==> src/common/vdsk_defs.svh <==
`ifndef VDSK_DEFS_SVH
`define VDSK_DEFS_SVH
// Contract
// [RULE1] A one-word packed skip instruction discards its 12-bit byte count from the pixel FIFO.
// [RULE2] Skips start and stop at any byte lane of a 32-bit FIFO word.
// [RULE3] A two-word planar skip discards the first byte count from the luma FIFO.
// [RULE4] The planar skip discards chroma bytes from FIFO two and three, counts from word two.
// [RULE5] Word one holds opcode, line start, line end, interrupt and status set/reset fields.
// [RULE6] Continue-write starts at the target address counter, kept current in skips and overruns.
// [RULE7] Software never sets line start in a continue-write instruction.
// [RULE8] An early FIFO end of line aborts instructions up to the one with the line end flag.

// ==========================================================
// Opcodes
`define VDSK_OP_SKIP     4'h2
`define VDSK_OP_PLANAR   4'ha
`define VDSK_OP_CONT_WR  4'h5

// ==========================================================
// Instruction word fields
`define VDSK_OP_MSB      31
`define VDSK_OP_LSB      28
`define VDSK_SOL_BIT     27
`define VDSK_EOL_BIT     26
`define VDSK_IRQ_BIT     24
`define VDSK_SET_MSB     23
`define VDSK_SET_LSB     20
`define VDSK_RST_MSB     19
`define VDSK_RST_LSB     16
`define VDSK_BE_MSB      15
`define VDSK_BE_LSB      12
`define VDSK_CNT_MSB     11
`define VDSK_CNT_LSB     0
`define VDSK_CNT3_MSB    27
`define VDSK_CNT3_LSB    16

// ==========================================================
// Sizes and reset values
`define VDSK_PLANES      3
`define VDSK_BUF_DEPTH   8
`define VDSK_LAST_LANE   2'h3
`define VDSK_OVR_BYTES   32'h0000_0004
`define VDSK_STS_RESET   4'h0
`define VDSK_ADDR_RESET  32'h0000_0000
`endif

==> src/common/vdsk_pkg.sv <==
package vdsk_pkg;
	typedef enum logic [1:0] {
		VDSK_IDLE  = 2'b00,
		VDSK_WORD1 = 2'b01,
		VDSK_RUN   = 2'b10
	} vdsk_state_e;

	typedef logic [11:0] vdsk_cnt_t;
	typedef logic [1:0]  vdsk_lane_t;
endpackage

==> src/vdsk_fifo.sv <==
`timescale 1ns/1ps
module vdsk_fifo #(
	parameter int WIDTH = 40,
	parameter int DEPTH = 8
) (
	// Clock and reset
	input  wire logic             clk_sys_i,
	input  wire logic             sys_rst_i,
	// Fill side
	input  wire logic             in_valid_i,
	output logic                  in_ready_o,
	input  wire logic [WIDTH-1:0] in_data_i,
	// Drain side
	output logic                  out_valid_o,
	input  wire logic             out_ready_i,
	output logic      [WIDTH-1:0] out_data_o
);
	localparam int AW = $clog2(DEPTH);

	logic [WIDTH-1:0] mem_q [DEPTH];
	logic [AW-1:0]    wptr_q;
	logic [AW-1:0]    rptr_q;
	logic [AW:0]      fill_q;
	wire              push = in_valid_i && in_ready_o;
	wire              pop  = out_valid_o && out_ready_i;

	assign in_ready_o  = (fill_q != (AW+1)'(DEPTH));
	assign out_valid_o = (fill_q != '0);
	assign out_data_o  = mem_q[rptr_q];

	always_ff @(posedge clk_sys_i) begin
		if (push) begin
			mem_q[wptr_q] <= in_data_i;
		end
	end

	always_ff @(posedge clk_sys_i) begin
		if (sys_rst_i) begin
			wptr_q <= '0;
			rptr_q <= '0;
			fill_q <= '0;
		end else begin
			if (push) begin
				wptr_q <= (wptr_q == AW'(DEPTH-1)) ? '0 : wptr_q + 1'b1;
			end
			if (pop) begin
				rptr_q <= (rptr_q == AW'(DEPTH-1)) ? '0 : rptr_q + 1'b1;
			end
			fill_q <= fill_q + (AW+1)'(push) - (AW+1)'(pop);
		end
	end
endmodule // vdsk_fifo

==> src/vdsk_decoder.sv <==
`timescale 1ns/1ps
`include "vdsk_defs.svh"
module vdsk_decoder
	import vdsk_pkg::*;
#(
	parameter int BUF_DEPTH = `VDSK_BUF_DEPTH
) (
	// Clock and reset
	input  wire logic        clk_sys_i,
	input  wire logic        sys_rst_i,
	// Instruction words from the fetch unit
	input  wire logic        instr_valid_i,
	output logic             instr_ready_o,
	input  wire logic [31:0] instr_word_i,
	output logic             instr_done_o,
	output logic             bad_instr_o,
	// Pixel FIFOs: plane 0 luma or packed, 1 and 2 chroma
	input  wire logic [2:0]  pix_valid_i,
	output logic      [2:0]  pix_ready_o,
	input  wire logic [31:0] pix0_data_i,
	input  wire logic [31:0] pix1_data_i,
	input  wire logic [31:0] pix2_data_i,
	input  wire logic        fifo_eol_i,
	input  wire logic        fifo_overrun_i,
	// Target address counter load from the addressed write path
	input  wire logic        addr_load_i,
	input  wire logic [31:0] addr_value_i,
	output logic      [31:0] target_addr_o,
	// Byte writes to memory
	output logic             wr_valid_o,
	input  wire logic        wr_ready_i,
	output logic      [31:0] wr_addr_o,
	output logic      [7:0]  wr_data_o,
	// Status and events
	output logic      [3:0]  sequencer_status_flags_o,
	output logic             irq_req_o,
	output logic             line_start_flag_o,
	output logic             line_end_flag_o,
	output logic             aborting_o
);
	// ==========================================================
	// Registers
	vdsk_state_e state_q;
	logic        planar_q;
	logic        write_q;
	logic        drop_q;
	logic        abort_q;
	logic        irq_q;
	logic        eol_q;
	logic [3:0]  set_q;
	logic [3:0]  rst_q;
	logic [3:0]  be_q;
	logic [3:0]  sts_q;
	logic [31:0] addr_q;
	logic        done_q;
	logic        bad_q;
	logic        irq_out_q;
	logic        sol_out_q;
	logic        eol_out_q;
	vdsk_cnt_t   cnt_q  [`VDSK_PLANES];
	vdsk_lane_t  lane_q [`VDSK_PLANES];

	// ==========================================================
	// Decode
	wire [3:0]  opcode    = instr_word_i[`VDSK_OP_MSB:`VDSK_OP_LSB];
	wire        op_skip   = (opcode == `VDSK_OP_SKIP);
	wire        op_planar = (opcode == `VDSK_OP_PLANAR);
	wire        op_cont   = (opcode == `VDSK_OP_CONT_WR);
	wire        sol_bit   = instr_word_i[`VDSK_SOL_BIT];
	wire        eol_bit   = instr_word_i[`VDSK_EOL_BIT];
	// A continue-write cannot open a line, so a set start flag is an error
	wire        op_ok     = op_skip || op_planar || (op_cont && !sol_bit); // RULE7
	wire        take_w0   = (state_q == VDSK_IDLE) && instr_valid_i;
	wire        take_w1   = (state_q == VDSK_WORD1) && instr_valid_i;
	wire        start     = take_w0 && op_ok;
	wire        ld0       = start && !abort_q;
	wire        ld12      = take_w1 && !drop_q;
	wire        early_eol = (state_q == VDSK_RUN) && fifo_eol_i;
	wire        cnt_zero  = (cnt_q[0] == '0) && (cnt_q[1] == '0) && (cnt_q[2] == '0);
	wire        finish    = (state_q == VDSK_RUN) && (cnt_zero || early_eol);
	wire        finish_ok = finish && !drop_q;

	assign instr_ready_o = (state_q == VDSK_IDLE) || (state_q == VDSK_WORD1);

	// ==========================================================
	// Per-plane byte consumption
	wire [31:0] pix_word [`VDSK_PLANES];
	wire [11:0] ld_val   [`VDSK_PLANES];
	wire [2:0]  ld_en;
	wire [2:0]  take;
	wire        buf_in_ready;

	assign pix_word[0] = pix0_data_i;
	assign pix_word[1] = pix1_data_i;
	assign pix_word[2] = pix2_data_i;
	assign ld_val[0]   = instr_word_i[`VDSK_CNT_MSB:`VDSK_CNT_LSB]; // RULE1 RULE3
	assign ld_val[1]   = instr_word_i[`VDSK_CNT_MSB:`VDSK_CNT_LSB]; // RULE4
	assign ld_val[2]   = instr_word_i[`VDSK_CNT3_MSB:`VDSK_CNT3_LSB]; // RULE4
	assign ld_en       = {ld12, ld12, ld0};

	genvar p;
	generate
		for (p = 0; p < `VDSK_PLANES; p++) begin : g_plane
			// Plane 0 stalls on a full write buffer only when writing
			wire stall = (p == 0) && write_q && !buf_in_ready;
			assign take[p] = (state_q == VDSK_RUN) && (cnt_q[p] != '0) && pix_valid_i[p] && !stall;
			// Word pops only once its last lane is used, so kept bytes survive
			assign pix_ready_o[p] = take[p] && (lane_q[p] == `VDSK_LAST_LANE); // RULE2

			always_ff @(posedge clk_sys_i) begin
				if (sys_rst_i) begin
					cnt_q[p]  <= '0;
					lane_q[p] <= '0;
				end else if (ld_en[p]) begin
					cnt_q[p] <= ld_val[p];
				end else if (early_eol) begin
					cnt_q[p] <= '0; // RULE8
				end else if (take[p]) begin
					cnt_q[p]  <= cnt_q[p] - 12'h001; // RULE1 RULE3 RULE4
					lane_q[p] <= lane_q[p] + 2'h1; // RULE2
				end
			end
		end
	endgenerate

	// ==========================================================
	// Write buffer: only continue-write bytes with their lane enabled
	wire [7:0] cur_byte    = pix_word[0][{lane_q[0], 3'b000} +: 8];
	wire       buf_in_valid = take[0] && write_q && be_q[lane_q[0]]; // RULE6
	wire [39:0] buf_out;

	vdsk_fifo #(
		.WIDTH (40),
		.DEPTH (BUF_DEPTH)
	) u_buf (
		.clk_sys_i   (clk_sys_i),
		.sys_rst_i   (sys_rst_i),
		.in_valid_i  (buf_in_valid),
		.in_ready_o  (buf_in_ready),
		.in_data_i   ({addr_q, cur_byte}),
		.out_valid_o (wr_valid_o),
		.out_ready_i (wr_ready_i),
		.out_data_o  (buf_out)
	);

	assign wr_addr_o = buf_out[39:8];
	assign wr_data_o = buf_out[7:0];

	// ==========================================================
	// Target address counter, advanced by skips, writes and overruns
	// Both steps add up, so an overrun beside a byte loses neither
	wire [31:0] ovr_step  = fifo_overrun_i ? `VDSK_OVR_BYTES : 32'h0000_0000;
	wire [31:0] take_step = {31'h0000_0000, take[0]};

	always_ff @(posedge clk_sys_i) begin
		if (sys_rst_i) begin
			addr_q <= `VDSK_ADDR_RESET;
		end else if (addr_load_i) begin
			addr_q <= addr_value_i;
		end else if (fifo_overrun_i || take[0]) begin
			addr_q <= addr_q + ovr_step + take_step; // RULE6
		end
	end

	// ==========================================================
	// Sequencer
	always_ff @(posedge clk_sys_i) begin
		if (sys_rst_i) begin
			state_q <= VDSK_IDLE;
		end else begin
			unique case (state_q)
				VDSK_IDLE: begin
					if (start) begin
						state_q <= op_planar ? VDSK_WORD1 : VDSK_RUN;
					end
				end
				VDSK_WORD1: begin
					if (take_w1) begin
						state_q <= VDSK_RUN;
					end
				end
				VDSK_RUN: begin
					if (finish) begin
						state_q <= VDSK_IDLE;
					end
				end
				default: state_q <= VDSK_IDLE;
			endcase
		end
	end

	// Fields of word one held for the life of the instruction
	always_ff @(posedge clk_sys_i) begin
		if (sys_rst_i) begin
			planar_q <= 1'b0;
			write_q  <= 1'b0;
			drop_q   <= 1'b0;
			irq_q    <= 1'b0;
			eol_q    <= 1'b0;
			set_q    <= '0;
			rst_q    <= '0;
			be_q     <= '0;
		end else if (start) begin
			planar_q <= op_planar;
			write_q  <= op_cont && !abort_q;
			drop_q   <= abort_q;
			irq_q    <= instr_word_i[`VDSK_IRQ_BIT]; // RULE5
			eol_q    <= eol_bit; // RULE5
			set_q    <= instr_word_i[`VDSK_SET_MSB:`VDSK_SET_LSB]; // RULE5
			rst_q    <= instr_word_i[`VDSK_RST_MSB:`VDSK_RST_LSB]; // RULE5
			be_q     <= op_cont ? instr_word_i[`VDSK_BE_MSB:`VDSK_BE_LSB] : 4'hf;
		end
	end

	// Abort lasts until the instruction carrying the line end flag
	always_ff @(posedge clk_sys_i) begin
		if (sys_rst_i) begin
			abort_q <= 1'b0;
		end else if (early_eol && !eol_q) begin
			abort_q <= 1'b1; // RULE8
		end else if (start && abort_q && eol_bit) begin
			abort_q <= 1'b0; // RULE8
		end
	end

	// Status flags: set wins over reset in the same instruction
	always_ff @(posedge clk_sys_i) begin
		if (sys_rst_i) begin
			sts_q <= `VDSK_STS_RESET;
		end else if (finish_ok) begin
			sts_q <= (sts_q & ~rst_q) | set_q; // RULE5
		end
	end

	// Event pulses
	always_ff @(posedge clk_sys_i) begin
		if (sys_rst_i) begin
			done_q    <= 1'b0;
			bad_q     <= 1'b0;
			irq_out_q <= 1'b0;
			sol_out_q <= 1'b0;
			eol_out_q <= 1'b0;
		end else begin
			done_q    <= finish;
			bad_q     <= take_w0 && !op_ok;
			irq_out_q <= finish_ok && irq_q; // RULE5
			sol_out_q <= ld0 && sol_bit; // RULE5
			eol_out_q <= finish && eol_q; // RULE5
		end
	end

	assign instr_done_o             = done_q;
	assign bad_instr_o              = bad_q;
	assign irq_req_o                = irq_out_q;
	assign line_start_flag_o        = sol_out_q;
	assign line_end_flag_o          = eol_out_q;
	assign aborting_o               = abort_q;
	assign target_addr_o            = addr_q;
	assign sequencer_status_flags_o = sts_q;
endmodule // vdsk_decoder

==> config.mk <==
export PLATFORM = sky130hd
export DESIGN_NAME = vdsk_decoder
export DESIGN_NICKNAME = d
export VERILOG_FILES = /design/src/common/vdsk_pkg.sv /design/src/vdsk_fifo.sv /design/src/vdsk_decoder.sv
export VERILOG_INCLUDE_DIRS = /design/src /design/src/common
export SDC_FILE = /design/constraint.sdc
export NUM_CORES = 1
export LEC_CHECK = 0
export ABC_CLOCK_PERIOD_IN_PS = 6850
export BUFFER_PORTS_ARGS = -buffer_cell sky130_fd_sc_hd__buf_2
export CAP_MARGIN = 40
export CORE_AREA = 2 2 183 274
export DETAILED_ROUTE_END_ITERATION = 10
export DIE_AREA = 0 0 185 276
export SLEW_MARGIN = 25
export SYNTH_ARGS = -nofsm -noshare
export SYNTH_HDL_FRONTEND = slang
export SYNTH_SLANG_ARGS = --single-unit
==> constraint.sdc <==
create_clock -name clk_sys_i -period 6.85 [get_ports clk_sys_i]
set_input_delay 1.37 -clock clk_sys_i [delete_from_list [all_inputs] [get_ports clk_sys_i]]
set_output_delay 1.37 -clock clk_sys_i [all_outputs]
set_load 0.05 [all_outputs]
# == Yosys cells after proc, flatten, opt, wreduce, memory -nomap -nowiden ==
# Memory sizes are Yosys's and may differ from the RTL's. A register that Yosys moved wholly into a read port is not among the register bits.
# Index checks and enable logic that the tools add are counted.
# totals
reg_bits,70
mem_bits_rw,362
input_bits,170
output_inout_bits,87
elab_cells,183
memories,3
# mem_list
memory,words,word_bits,rd,rd_clocked_by_memory_dff,write_ports,line_no,rtl
u_buf.mem_q,8,40,1,1,1,vdsk_fifo.sv:20,logic [WIDTH-1:0] mem_q [DEPTH];
cnt_q,3,12,3,0,3,vdsk_decoder.sv:60,vdsk_cnt_t cnt_q [`VDSK_PLANES];
lane_q,3,2,3,0,3,vdsk_decoder.sv:61,vdsk_lane_t lane_q [`VDSK_PLANES];
# classes
n_addsub,12
order_cmp,1
eq_ne,14
shift,1
mux,61
bitwise_logic,15
n_reduce_logical,57
# ops
op,n
12-bit two-way mux,9
32-bit two-way mux,2
12-bit zero test,3
12-bit nonzero test,3
"12-bit by 1-bit subtractor with 12-bit output, second input constant",3
1-bit two-way mux,35
1-bit logical AND,34
32-bit by 1-bit adder with 32-bit output,1
32-bit by 3-bit adder with 32-bit output,1
32-bit by 6-bit variable part select with 8-bit output,1
3-bit two-way mux,5
2-bit two-way mux,7
1-bit OR,12
"2-bit equality test, second input constant",4
1-bit zero test,7
"2-bit by 1-bit adder with 2-bit output, second input constant",3
"3-bit by 1-bit adder with 3-bit output, second input constant",2
"3-bit equality test, second input constant",2
"2-bit inequality test, second input constant",3
2-bit case mux with 3 select lines,1
1-bit logical OR,5
4-bit by 1-bit adder with 4-bit output,1
4-bit bitwise AND,1
"4-bit by 2-bit equality test with 1-bit output, second input constant",1
14 further kinds,15

# == Longest topological paths before layout ==
# Gate-level depths: netlist (run 1).
# depth
ltp_word,11
mapped_depth,13
ltp_nobuf,12

# == By module ==
# From an unflattened synthesis (run 1), not the netlist that was laid out.
# hier_totals
cells_unflattened,1152
hier_area_um2,18718.0
# by_module_without_submodules
module,n_inst,cells_each,area_each_um2,seq_area_each_um2
vdsk_fifo,1,539,13026.2,9869.5
vdsk_decoder,1,613,5691.7,2462.4

# == Least setup slack after synthesis (run 1) ==
# Ideal clock, no wire load.
# synth_path
path_type,input to register
from,in pix_valid_i[0]
to,"mem u_buf.mem_q[2][0], enable pin"
setup_ns,0.495
arrival_ns,4.980
required_time_ns,6.355
path_slack_ns,1.375
stages,4
path_buffers,0
path_cell_list,nand2_1 nor3_2 nand2b_1 nor3b_1
# synth_between
elab_chain_len,7
# synth_lines
item,line_no,rtl
"start, declared",vdsk_decoder.sv:18,"input wire logic [2:0] pix_valid_i,"
1-bit logical AND (2 in series),vdsk_decoder.sv:106,assign take[p] = (state_q == VDSK_RUN) && (cnt_q[p] != '0) && pix_valid_i[p] && !stall;
1-bit logical AND (2 in series),vdsk_decoder.sv:129,wire buf_in_valid = take[0] && write_q && be_q[lane_q[0]];
1-bit logical AND,vdsk_fifo.sv:24,wire push = in_valid_i && in_ready_o;
net u_buf.push,vdsk_fifo.sv:24,
1-bit two-way mux,vdsk_fifo.sv:32,if (push) begin
1-bit two-way mux (implied by the code),vdsk_fifo.sv:33,mem_q[wptr_q] <= in_data_i;
"end, declared",vdsk_fifo.sv:20,
# The timed path passes the listed nets, and every way through them passes these cells.

==> reports/metrics.csv, run 1 <==
stage;metric;value;unit
status;run status;completed;
floorplan;Initial Utilization;37.69;%
clock_network;Root Buffer;clkbuf_16;
yosys;multiplexer share of the synthesized area;13.63;%
clock_network;CTS tree;done;
yosys;Primary FF master, synth;edfxtp_1;
clock_network;Num CTS Buffers;40;
placement;post-placement cell count;1955;
worst_setup_path;Critical Path AT;3020;ps
pwr;Leakage;7.131;nW
placement;DPL Wire Length;27650;um
worst_setup_path;CP cell instances;inv_1 > ha_1 > or4b_2 > or4_1 > and3_1 > and2_1 > buf_2;
sta;clk_skew;21.14;ps
finish;fin area;21440;um^2
finish;Layout Area Growth over Synthesis;17.17;%
finish;Nets;1533;
sta;final hold violations;0;
yosys;syn_nets;1337;
yosys;adder-cell area share of the yosys netlist;1.477;%
routing;Pre-Repair DR Iteration Count;5;
yosys;simple-gate share of the synthesized area;8.922;%
sta;setup TNS;0;ps
clock_network;PostCTS Resize Cnt;0;
finish;commonest non-fill, non-tap cell in the layout;edfxtp_1;
finish;area of the multi-input gates;5732;um^2
placement;Post-DP Area;20090;um^2
clock_network;post-CTS setup buffer count;0;
routing;Via density;5.308;
routing;via count;10775;
clock_network;CTS max path bufs;3;
yosys;Cells after Synth;1146;
worst_setup_path;CP required;5480;ps
worst_setup_path;Largest stage delay, worst path;690;ps
global_routing;antenna violations before repair;15;
global_routing;vias in the first global route;11077;
sta;Fmax achieved;227.7;MHz
yosys;Post-synth EDFFs;362;
worst_setup_path;CP endpoint kind;output pin;
hold_path;Worst Hold Class;register to register;
finish;Fill cells;4388;
pwr;Clk pwr share;35.5;%
pwr;P_sw;1.736;mW
yosys;xor-xnor portion of the synthesized cell area;2.201;%
pwr;Max VDD drop;0.0001808;V
floorplan;Die Y;276;um
pwr;sequential share of power;47.5;%
clock_network;cts-stage hold buffer count;0;
floorplan;die area;51060;um^2
finish;Util after Layout;44.16;%
global_routing;first-pass GRT wire length;65950;um
clock_network;H-tree Lvls;2;
yosys;post-synthesis register bit count;435;
global_routing;Overall Global Routing Usage;17.03;%
routing;drt first-iter violations;635;
clock_network;CTS clk-pin slew, worst paths;70;ps
floorplan;Ports;257;
pwr;sw frac;26.94;%
sta;final setup violating endpoints;0;
yosys;synth warn;0;
worst_setup_path;CP Launch Type;register;
worst_setup_path;CP Class;register to output pin;
sta;Worst slew margin;46.68;%
clock_network;Worst-Skew Late Latency;550;ps
pwr;internal power;4.708;mW
yosys;complex-gate fraction of the synthesized area;4.669;%
floorplan;Placeable Area;48560;um^2
sta;fin crit share;64.12;%
finish;flip-flop and latch area;12340;um^2
floorplan;DIE WIDTH;185;um
sta;RSZ-0062 raised after global routing;false;
finish;Final Non-Filler Cells;2030;
yosys;mapped cell area;18300;um^2
worst_setup_path;Worst path slowest cell;or4b_2;
placement;number of buffers added on ports;192;
yosys;Syn Area/Cell;15.97;um^2
sta;Tmin final;4392;ps
finish;share of layout cells above drive strength 1;30.56;%
yosys;largest family of logic cells by synthesized area;multiplexers;
clock_network;clock sink count;435;
routing;final wirelength;43410;um
floorplan;FP Rows;99;
pwr;logic gate share of total power;17.0;%
global_routing;total gr overflow;0;
routing;DRT antenna net count;0;
placement;GP Congestion;0.8003;
global_routing;largest net degree at the start of global routing;51;
yosys;fraction of registers with async set/reset;0;%
sta;Least-Margin Pin Slew;797.8;ps
worst_setup_path;CP max FO;5;
yosys;Distinct cells, synth;64;
pwr;pwr/cell area;300.5;nW/um^2
sta;max-slew violation count;0;
routing;Residual DRC;0;
finish;most frequent cells in the layout;edfxtp_1, buf_2, mux4_2, nand2_1, dfxtp_1;
yosys;Seq/Total Area, Yosys;67.38;%
run;maxcap violations;0;
routing;mean routed wirelength per cell;21.38;um
-- flip-flops by register name (all words and copies together) (netlist names), 2 cells and up, named ones only --
name	flops
be_q	4
cnt_q	36
lane_q	6
rst_q	4
sequencer_status_flags_o	4
set_q	4
state_q	2
target_addr_o	32
u_buf.fill_q	4
u_buf.mem_q	320
u_buf.rptr_q	3
u_buf.wptr_q	3
-- cell usage after synthesis (13+ instances only) --
library cell / instances / area, um^2
mux2_2: 40 / 450.4
nand3_1: 21 / 105.1
nor2_1: 66 / 247.7
edfxtp_1: 362 / 10870
nor4_1: 18 / 112.6
inv_1: 19 / 71.32
o2bb2ai_1: 13 / 113.9
nand2_1: 83 / 311.6
dfxtp_1: 73 / 1461
ha_1: 20 / 250.2
nor3_1: 30 / 150.1
a211oi_1: 17 / 127.6
a21oi_1: 21 / 105.1
xnor2_1: 36 / 315.3
mux4_2: 89 / 2004
clkbuf_1: 37 / 138.9
o21ai_0: 36 / 180.2
-- cell families after synthesis --
logic type               count (synthesis)
flip-flops                             435
AND/OR/NAND/NOR                        312
multiplexers                           133
AO/OA/AOI/OAI                          124
buffers and inverters                   75
XOR/XNOR                                46
adder cells (fa/ha/maj)                 21
-- per-stage QoR --
step | setup WS, ps | power (mW) | hold WS, ps
2_1_floorplan | 1375 | 3.932 | 429.6
3_3_place_gp | 2442 | 4.220 | 440.8
3_5_place_dp | 2586 | 4.232 | 447.4
4_1_cts | 2432 | 6.517 | 457.3
5_1_grt | 2323 | 6.680 | 482.1
6_report | 2458 | 6.444 | 456.4
-- worst max-delay path: cells and delay by family, from the launching register on --
family	cells	cell delay, ps
flip-flops	1	440
AND/OR/NAND/NOR	4	1560
buffers and inverters	2	300
adder cells (fa/ha/maj)	1	190
-- layer usage --
metal	wire [um]	vias up	GRT usage [%]
met5	146	-	0
met2	22630	285	30.32
li1	-	4930	-
met3	2696	81	4.136
met1	17050	5455	20.49
met4	877	24	4.396
-- power by group through the flow --
stage | Sequential [mW] | Combinational, mW | Clock, mW
after floorplan | 3.08 | 0.855 | 0
after global placement | 3.12 | 1.10 | 0
after detailed placement | 3.12 | 1.11 | 0
after CTS | 3.06 | 1.12 | 2.34
after global routing | 3.08 | 1.17 | 2.43
final | 3.06 | 1.10 | 2.29
-- worst paths after layout --
kind / start / end / slack, ps / cells after the start
max reg2reg: lane_q[0][1]$_SDFFCE_PP0P_ / u_buf.mem_q[3][10]$_DFFE_PP_ / 3180 / 6
min reg2reg: irq_q$_SDFFE_PP0P_ / irq_q$_SDFFE_PP0P_ / 460 / 2
max: cnt_q[2][0]$_SDFFCE_PN0P_ / pix_ready_o[2] / 2460 / 7
min: irq_q$_SDFFE_PP0P_ / irq_q$_SDFFE_PP0P_ / 460 / 2
-- cell type report --
cell class | instances | share of cell area, %
sequential | 435 | 57.55
multi-input combinational | 636 | 26.73
timing repair buffer | 210 | 5.316
clock buffer | 57 | 5.211
tap | 656 | 3.828
clock inverter | 14 | 0.9978
inverter | 19 | 0.3326
antenna | 3 | 0.03501
(Power assumes the default switching activity.)
==> inputs of run 2 (changes only) <==
Settings changed: ABC_AREA set to 1, ABC_CLOCK_PERIOD_IN_PS 6850 to 3700, CORE_AREA 2 2 183 274 to 2 2 188 282, DIE_AREA 0 0 185 276 to 0 0 190 284.
Clock period 6.85 ns to 3.7 ns, I/O delays scaled along.
==> reports/metrics.csv, run 2 <==
stage;metric;value;unit;change
global_routing;total gr overflow;0;;unchanged
yosys;ranking of synthesized cells by area;edfxtp_1, nor2_1, dfxtp_1;;
pwr;P_sw;4.867;mW;+180%
clock_network;cts-stage hold buffer count;0;;unchanged
global_routing;largest net degree at the start of global routing;83;;+63%
yosys;largest area contributor in the netlist;edfxtp_1;;
clock_network;CTS clk-pin slew, worst paths;60;ps;about the same
global_routing;Overall Global Routing Usage;19.03;%;+2.0 points
global_routing;antenna violations before repair;17;;+2
worst_setup_path;CP required;2960;ps;-2520 ps
routing;drt first-iter violations;765;;+20%
yosys;fraction of registers with async set/reset;0;%;unchanged
floorplan;Ports;257;;unchanged
yosys;mapped cell area;19310;um^2;+5.5%
sta;Fmax achieved;288.1;MHz;
yosys;Post-synth EDFFs;362;;unchanged
clock_network;H-tree Lvls;2;;unchanged
finish;most frequent cells in the layout;nor2_1, edfxtp_1, o21ai_0, nand2_1, buf_2;;
routing;Via density;5.169;;-2.6%
floorplan;Die Y;284;um;+2.9%
placement;GP Congestion;0.8670;;+8.3%
yosys;Primary FF master, synth;edfxtp_1;;
clock_network;PostCTS Resize Cnt;0;;unchanged
global_routing;M2 GR Usage;33.87;%;+3.6 points
routing;DRT antenna net count;0;;unchanged
pwr;Leakage;8.207;nW;+15%
routing;mean routed wirelength per cell;18.55;um;-13%
clock_network;clock sink count;435;;unchanged
sta;Worst slew margin;45.14;%;-1.5 points
status;run status;completed;;
clock_network;Root Buffer;clkbuf_16;;
routing;via count;14448;;+34%
worst_setup_path;Critical Path AT;2730;ps;-290 ps
yosys;Synth top cells by count;nor2_1, edfxtp_1, o21ai_0;;
pwr;logic gate share of total power;27.9;%;+11 points
global_routing;first-pass GRT wire length;79660;um;+21%
pwr;Max VDD drop;0.0004290;V;+140%
clock_network;post-CTS setup buffer count;0;;unchanged
placement;DPL Wire Length;33140;um;+20%
sta;max-slew violation count;0;;unchanged
sta;final hold violations;0;;unchanged
placement;number of buffers added on ports;192;;unchanged
sta;Tmin final;3470;ps;
global_routing;met3 track demand over resource;4.254;%;+0.12 points
floorplan;die area;53960;um^2;+5.7%
placement;pre-CTS setup slack;800.9;ps;-1785 ps
finish;Layout Area Growth over Synthesis;16.35;%;
sta;RSZ-0062 raised after global routing;false;;
finish;max FFs per register;320;;unchanged
yosys;Seq/Total Area, Yosys;63.86;%;-3.5 points
pwr;internal power;8.985;mW;+91%
floorplan;DIE WIDTH;190;um;+2.7%
worst_setup_path;CP max FO;36;;+31
clock_network;Num CTS Buffers;42;;+5.0%
sta;fin crit share;93.80;%;
run;maxcap violations;0;;unchanged
yosys;Synth top area share;56.29;%;-3.1 points
hold_path;Worst Hold Class;primary input to register;;
worst_setup_path;CP Class;register to output pin;;
worst_setup_path;CP Launch Type;register;;
yosys;syn_nets;2098;;+57%
pwr;sw frac;35.13;%;+8.2 points
finish;fin area;22470;um^2;+4.8%
routing;final wirelength;51850;um;+19%
pwr;Clk pwr share;30.9;%;-4.6 points
worst_setup_path;CP endpoint kind;output pin;;
sta;slack of the critical path;229.5;ps;-2228 ps
yosys;post-synthesis register bit count;435;;unchanged
floorplan;Placeable Area;51430;um^2;+5.9%
finish;Top reg by flops;u_buf.mem_q;;
finish;Nets;2275;;+48%
clock_network;Worst-Skew Late Latency;560;ps;about the same
sta;clk_skew;21.91;ps;+0.7754 ps
sta;setup TNS;0;ps;unchanged
placement;Post-DP Area;21080;um^2;+4.9%
sta;final setup violating endpoints;0;;unchanged
pwr;pwr/cell area;616.6;nW/um^2;+110%
finish;commonest non-fill, non-tap cell in the layout;nor2_1;;
yosys;top-count cell post-synth;nor2_1;;
floorplan;FP Rows;102;;+3.0%
finish;Fill cells;4923;;+12%
global_routing;vias in the first global route;14345;;+30%
yosys;Syn Area/Cell;10.13;um^2;-37%
finish;share of layout cells above drive strength 1;15.88;%;-15 points
floorplan;Initial Utilization;37.54;%;-0.15 points
clock_network;CTS tree;done;;
routing;Pre-Repair DR Iteration Count;4;;-1
global_routing;busiest grt layer;met2;;
clock_network;CTS max path bufs;3;;unchanged
global_routing;met1 Use GR;21.75;%;+1.3 points
sta;Least-Margin Pin Slew;821.8;ps;+23.93 ps
yosys;Cells after Synth;1907;;+66%
yosys;synth warn;0;;unchanged
pwr;sequential share of power;41.3;%;-6.2 points
yosys;Distinct cells, synth;47;;-27%
routing;Residual DRC;0;;unchanged
run 2: cell count changes in the layout (fill, tap and decap cells not counted), moves of 41 or more:
cell,change
nor2_1,+391
mux4_2,-89
inv_1,+85
o22ai_1,+70
o21ai_0,+198
nand2_1,+114
a31oi_1,+41
run 2: power by group through the flow:
stage	registers [mW]	clock network, mW	logic, mW
after floorplan	5.87	0	2.75
after global placement	5.81	0	3.83
after detailed placement	5.83	0	3.88
after CTS	5.72	4.35	3.90
after global routing	5.75	4.53	4.22
final	5.72	4.27	3.86
run 2: worst paths after layout:
| kind | start | to | slack (ps) | depth (start not counted) |
|---|---|---|---|---|
| worst max-delay path | register | wr_data_o[6] | 230 | 7 |
| worst min-delay path | instr_word_i[12] | be_q[0]$_SDFFE_PP0P_ | 440 | 3 |
| worst max register to register | lane_q[0][1]$_SDFFCE_PP0P_ | u_buf.mem_q[2][22]$_DFFE_PP_ | 860 | 9 |
| worst min register to register | set_q[3]$_SDFFE_PP0P_ | set_q[3]$_SDFFE_PP0P_ | 460 | 2 |
run 2: through the flow:
step                      hold slack (ps)  power, mW  util (%)  cells
after global placement              438.9      9.647     40.98   2715
after detailed placement            447.3      9.710     40.98   2715
after global routing                442.4      14.50     43.67   2793
after CTS                           417.2      13.97     43.61   2791
final                               441.6      13.85     43.68   2795
after floorplan                     423.7      8.613         -   1907
run 2: cell families after synthesis:
logic type	share of synthesized area, %
buf+inv	4.568
flops	63.86
fa+ha+maj	1.400
compound gates	11.92
simple gates	16.84
xor+xnor	1.406
run 2: area by class of cell:
cell class	count	area, um^2	area share [%]
clock inverters	26	274.0	1.220
flip-flops and latches	435	12340	54.91
repair buffers	229	1321	5.881
inverters	116	441.7	1.966
multi-input cells	1260	6158	27.41
diodes	3	7.507	0.03342
clock buffers	50	1081	4.812
well taps	676	845.8	3.765
run 2: layer usage:
metal / routed length [um] / share of wire (%) / vias up
li1: - / - / 6987
met1: 20420 / 39 / 6949
met2: 26170 / 50 / 378
met3: 3027 / 5.8 / 108
met4: 2082 / 4.0 / 26
met5: 154 / 0.30 / -
run 2: worst max-delay path, stage by stage (launching register included):
cell and delay [ps]:
dfxtp_2 330, inv_2 600, buf_4 380, o21ai_0 130, o22ai_1 160, nor2_1 70, a31oi_1 190, buf_2 310
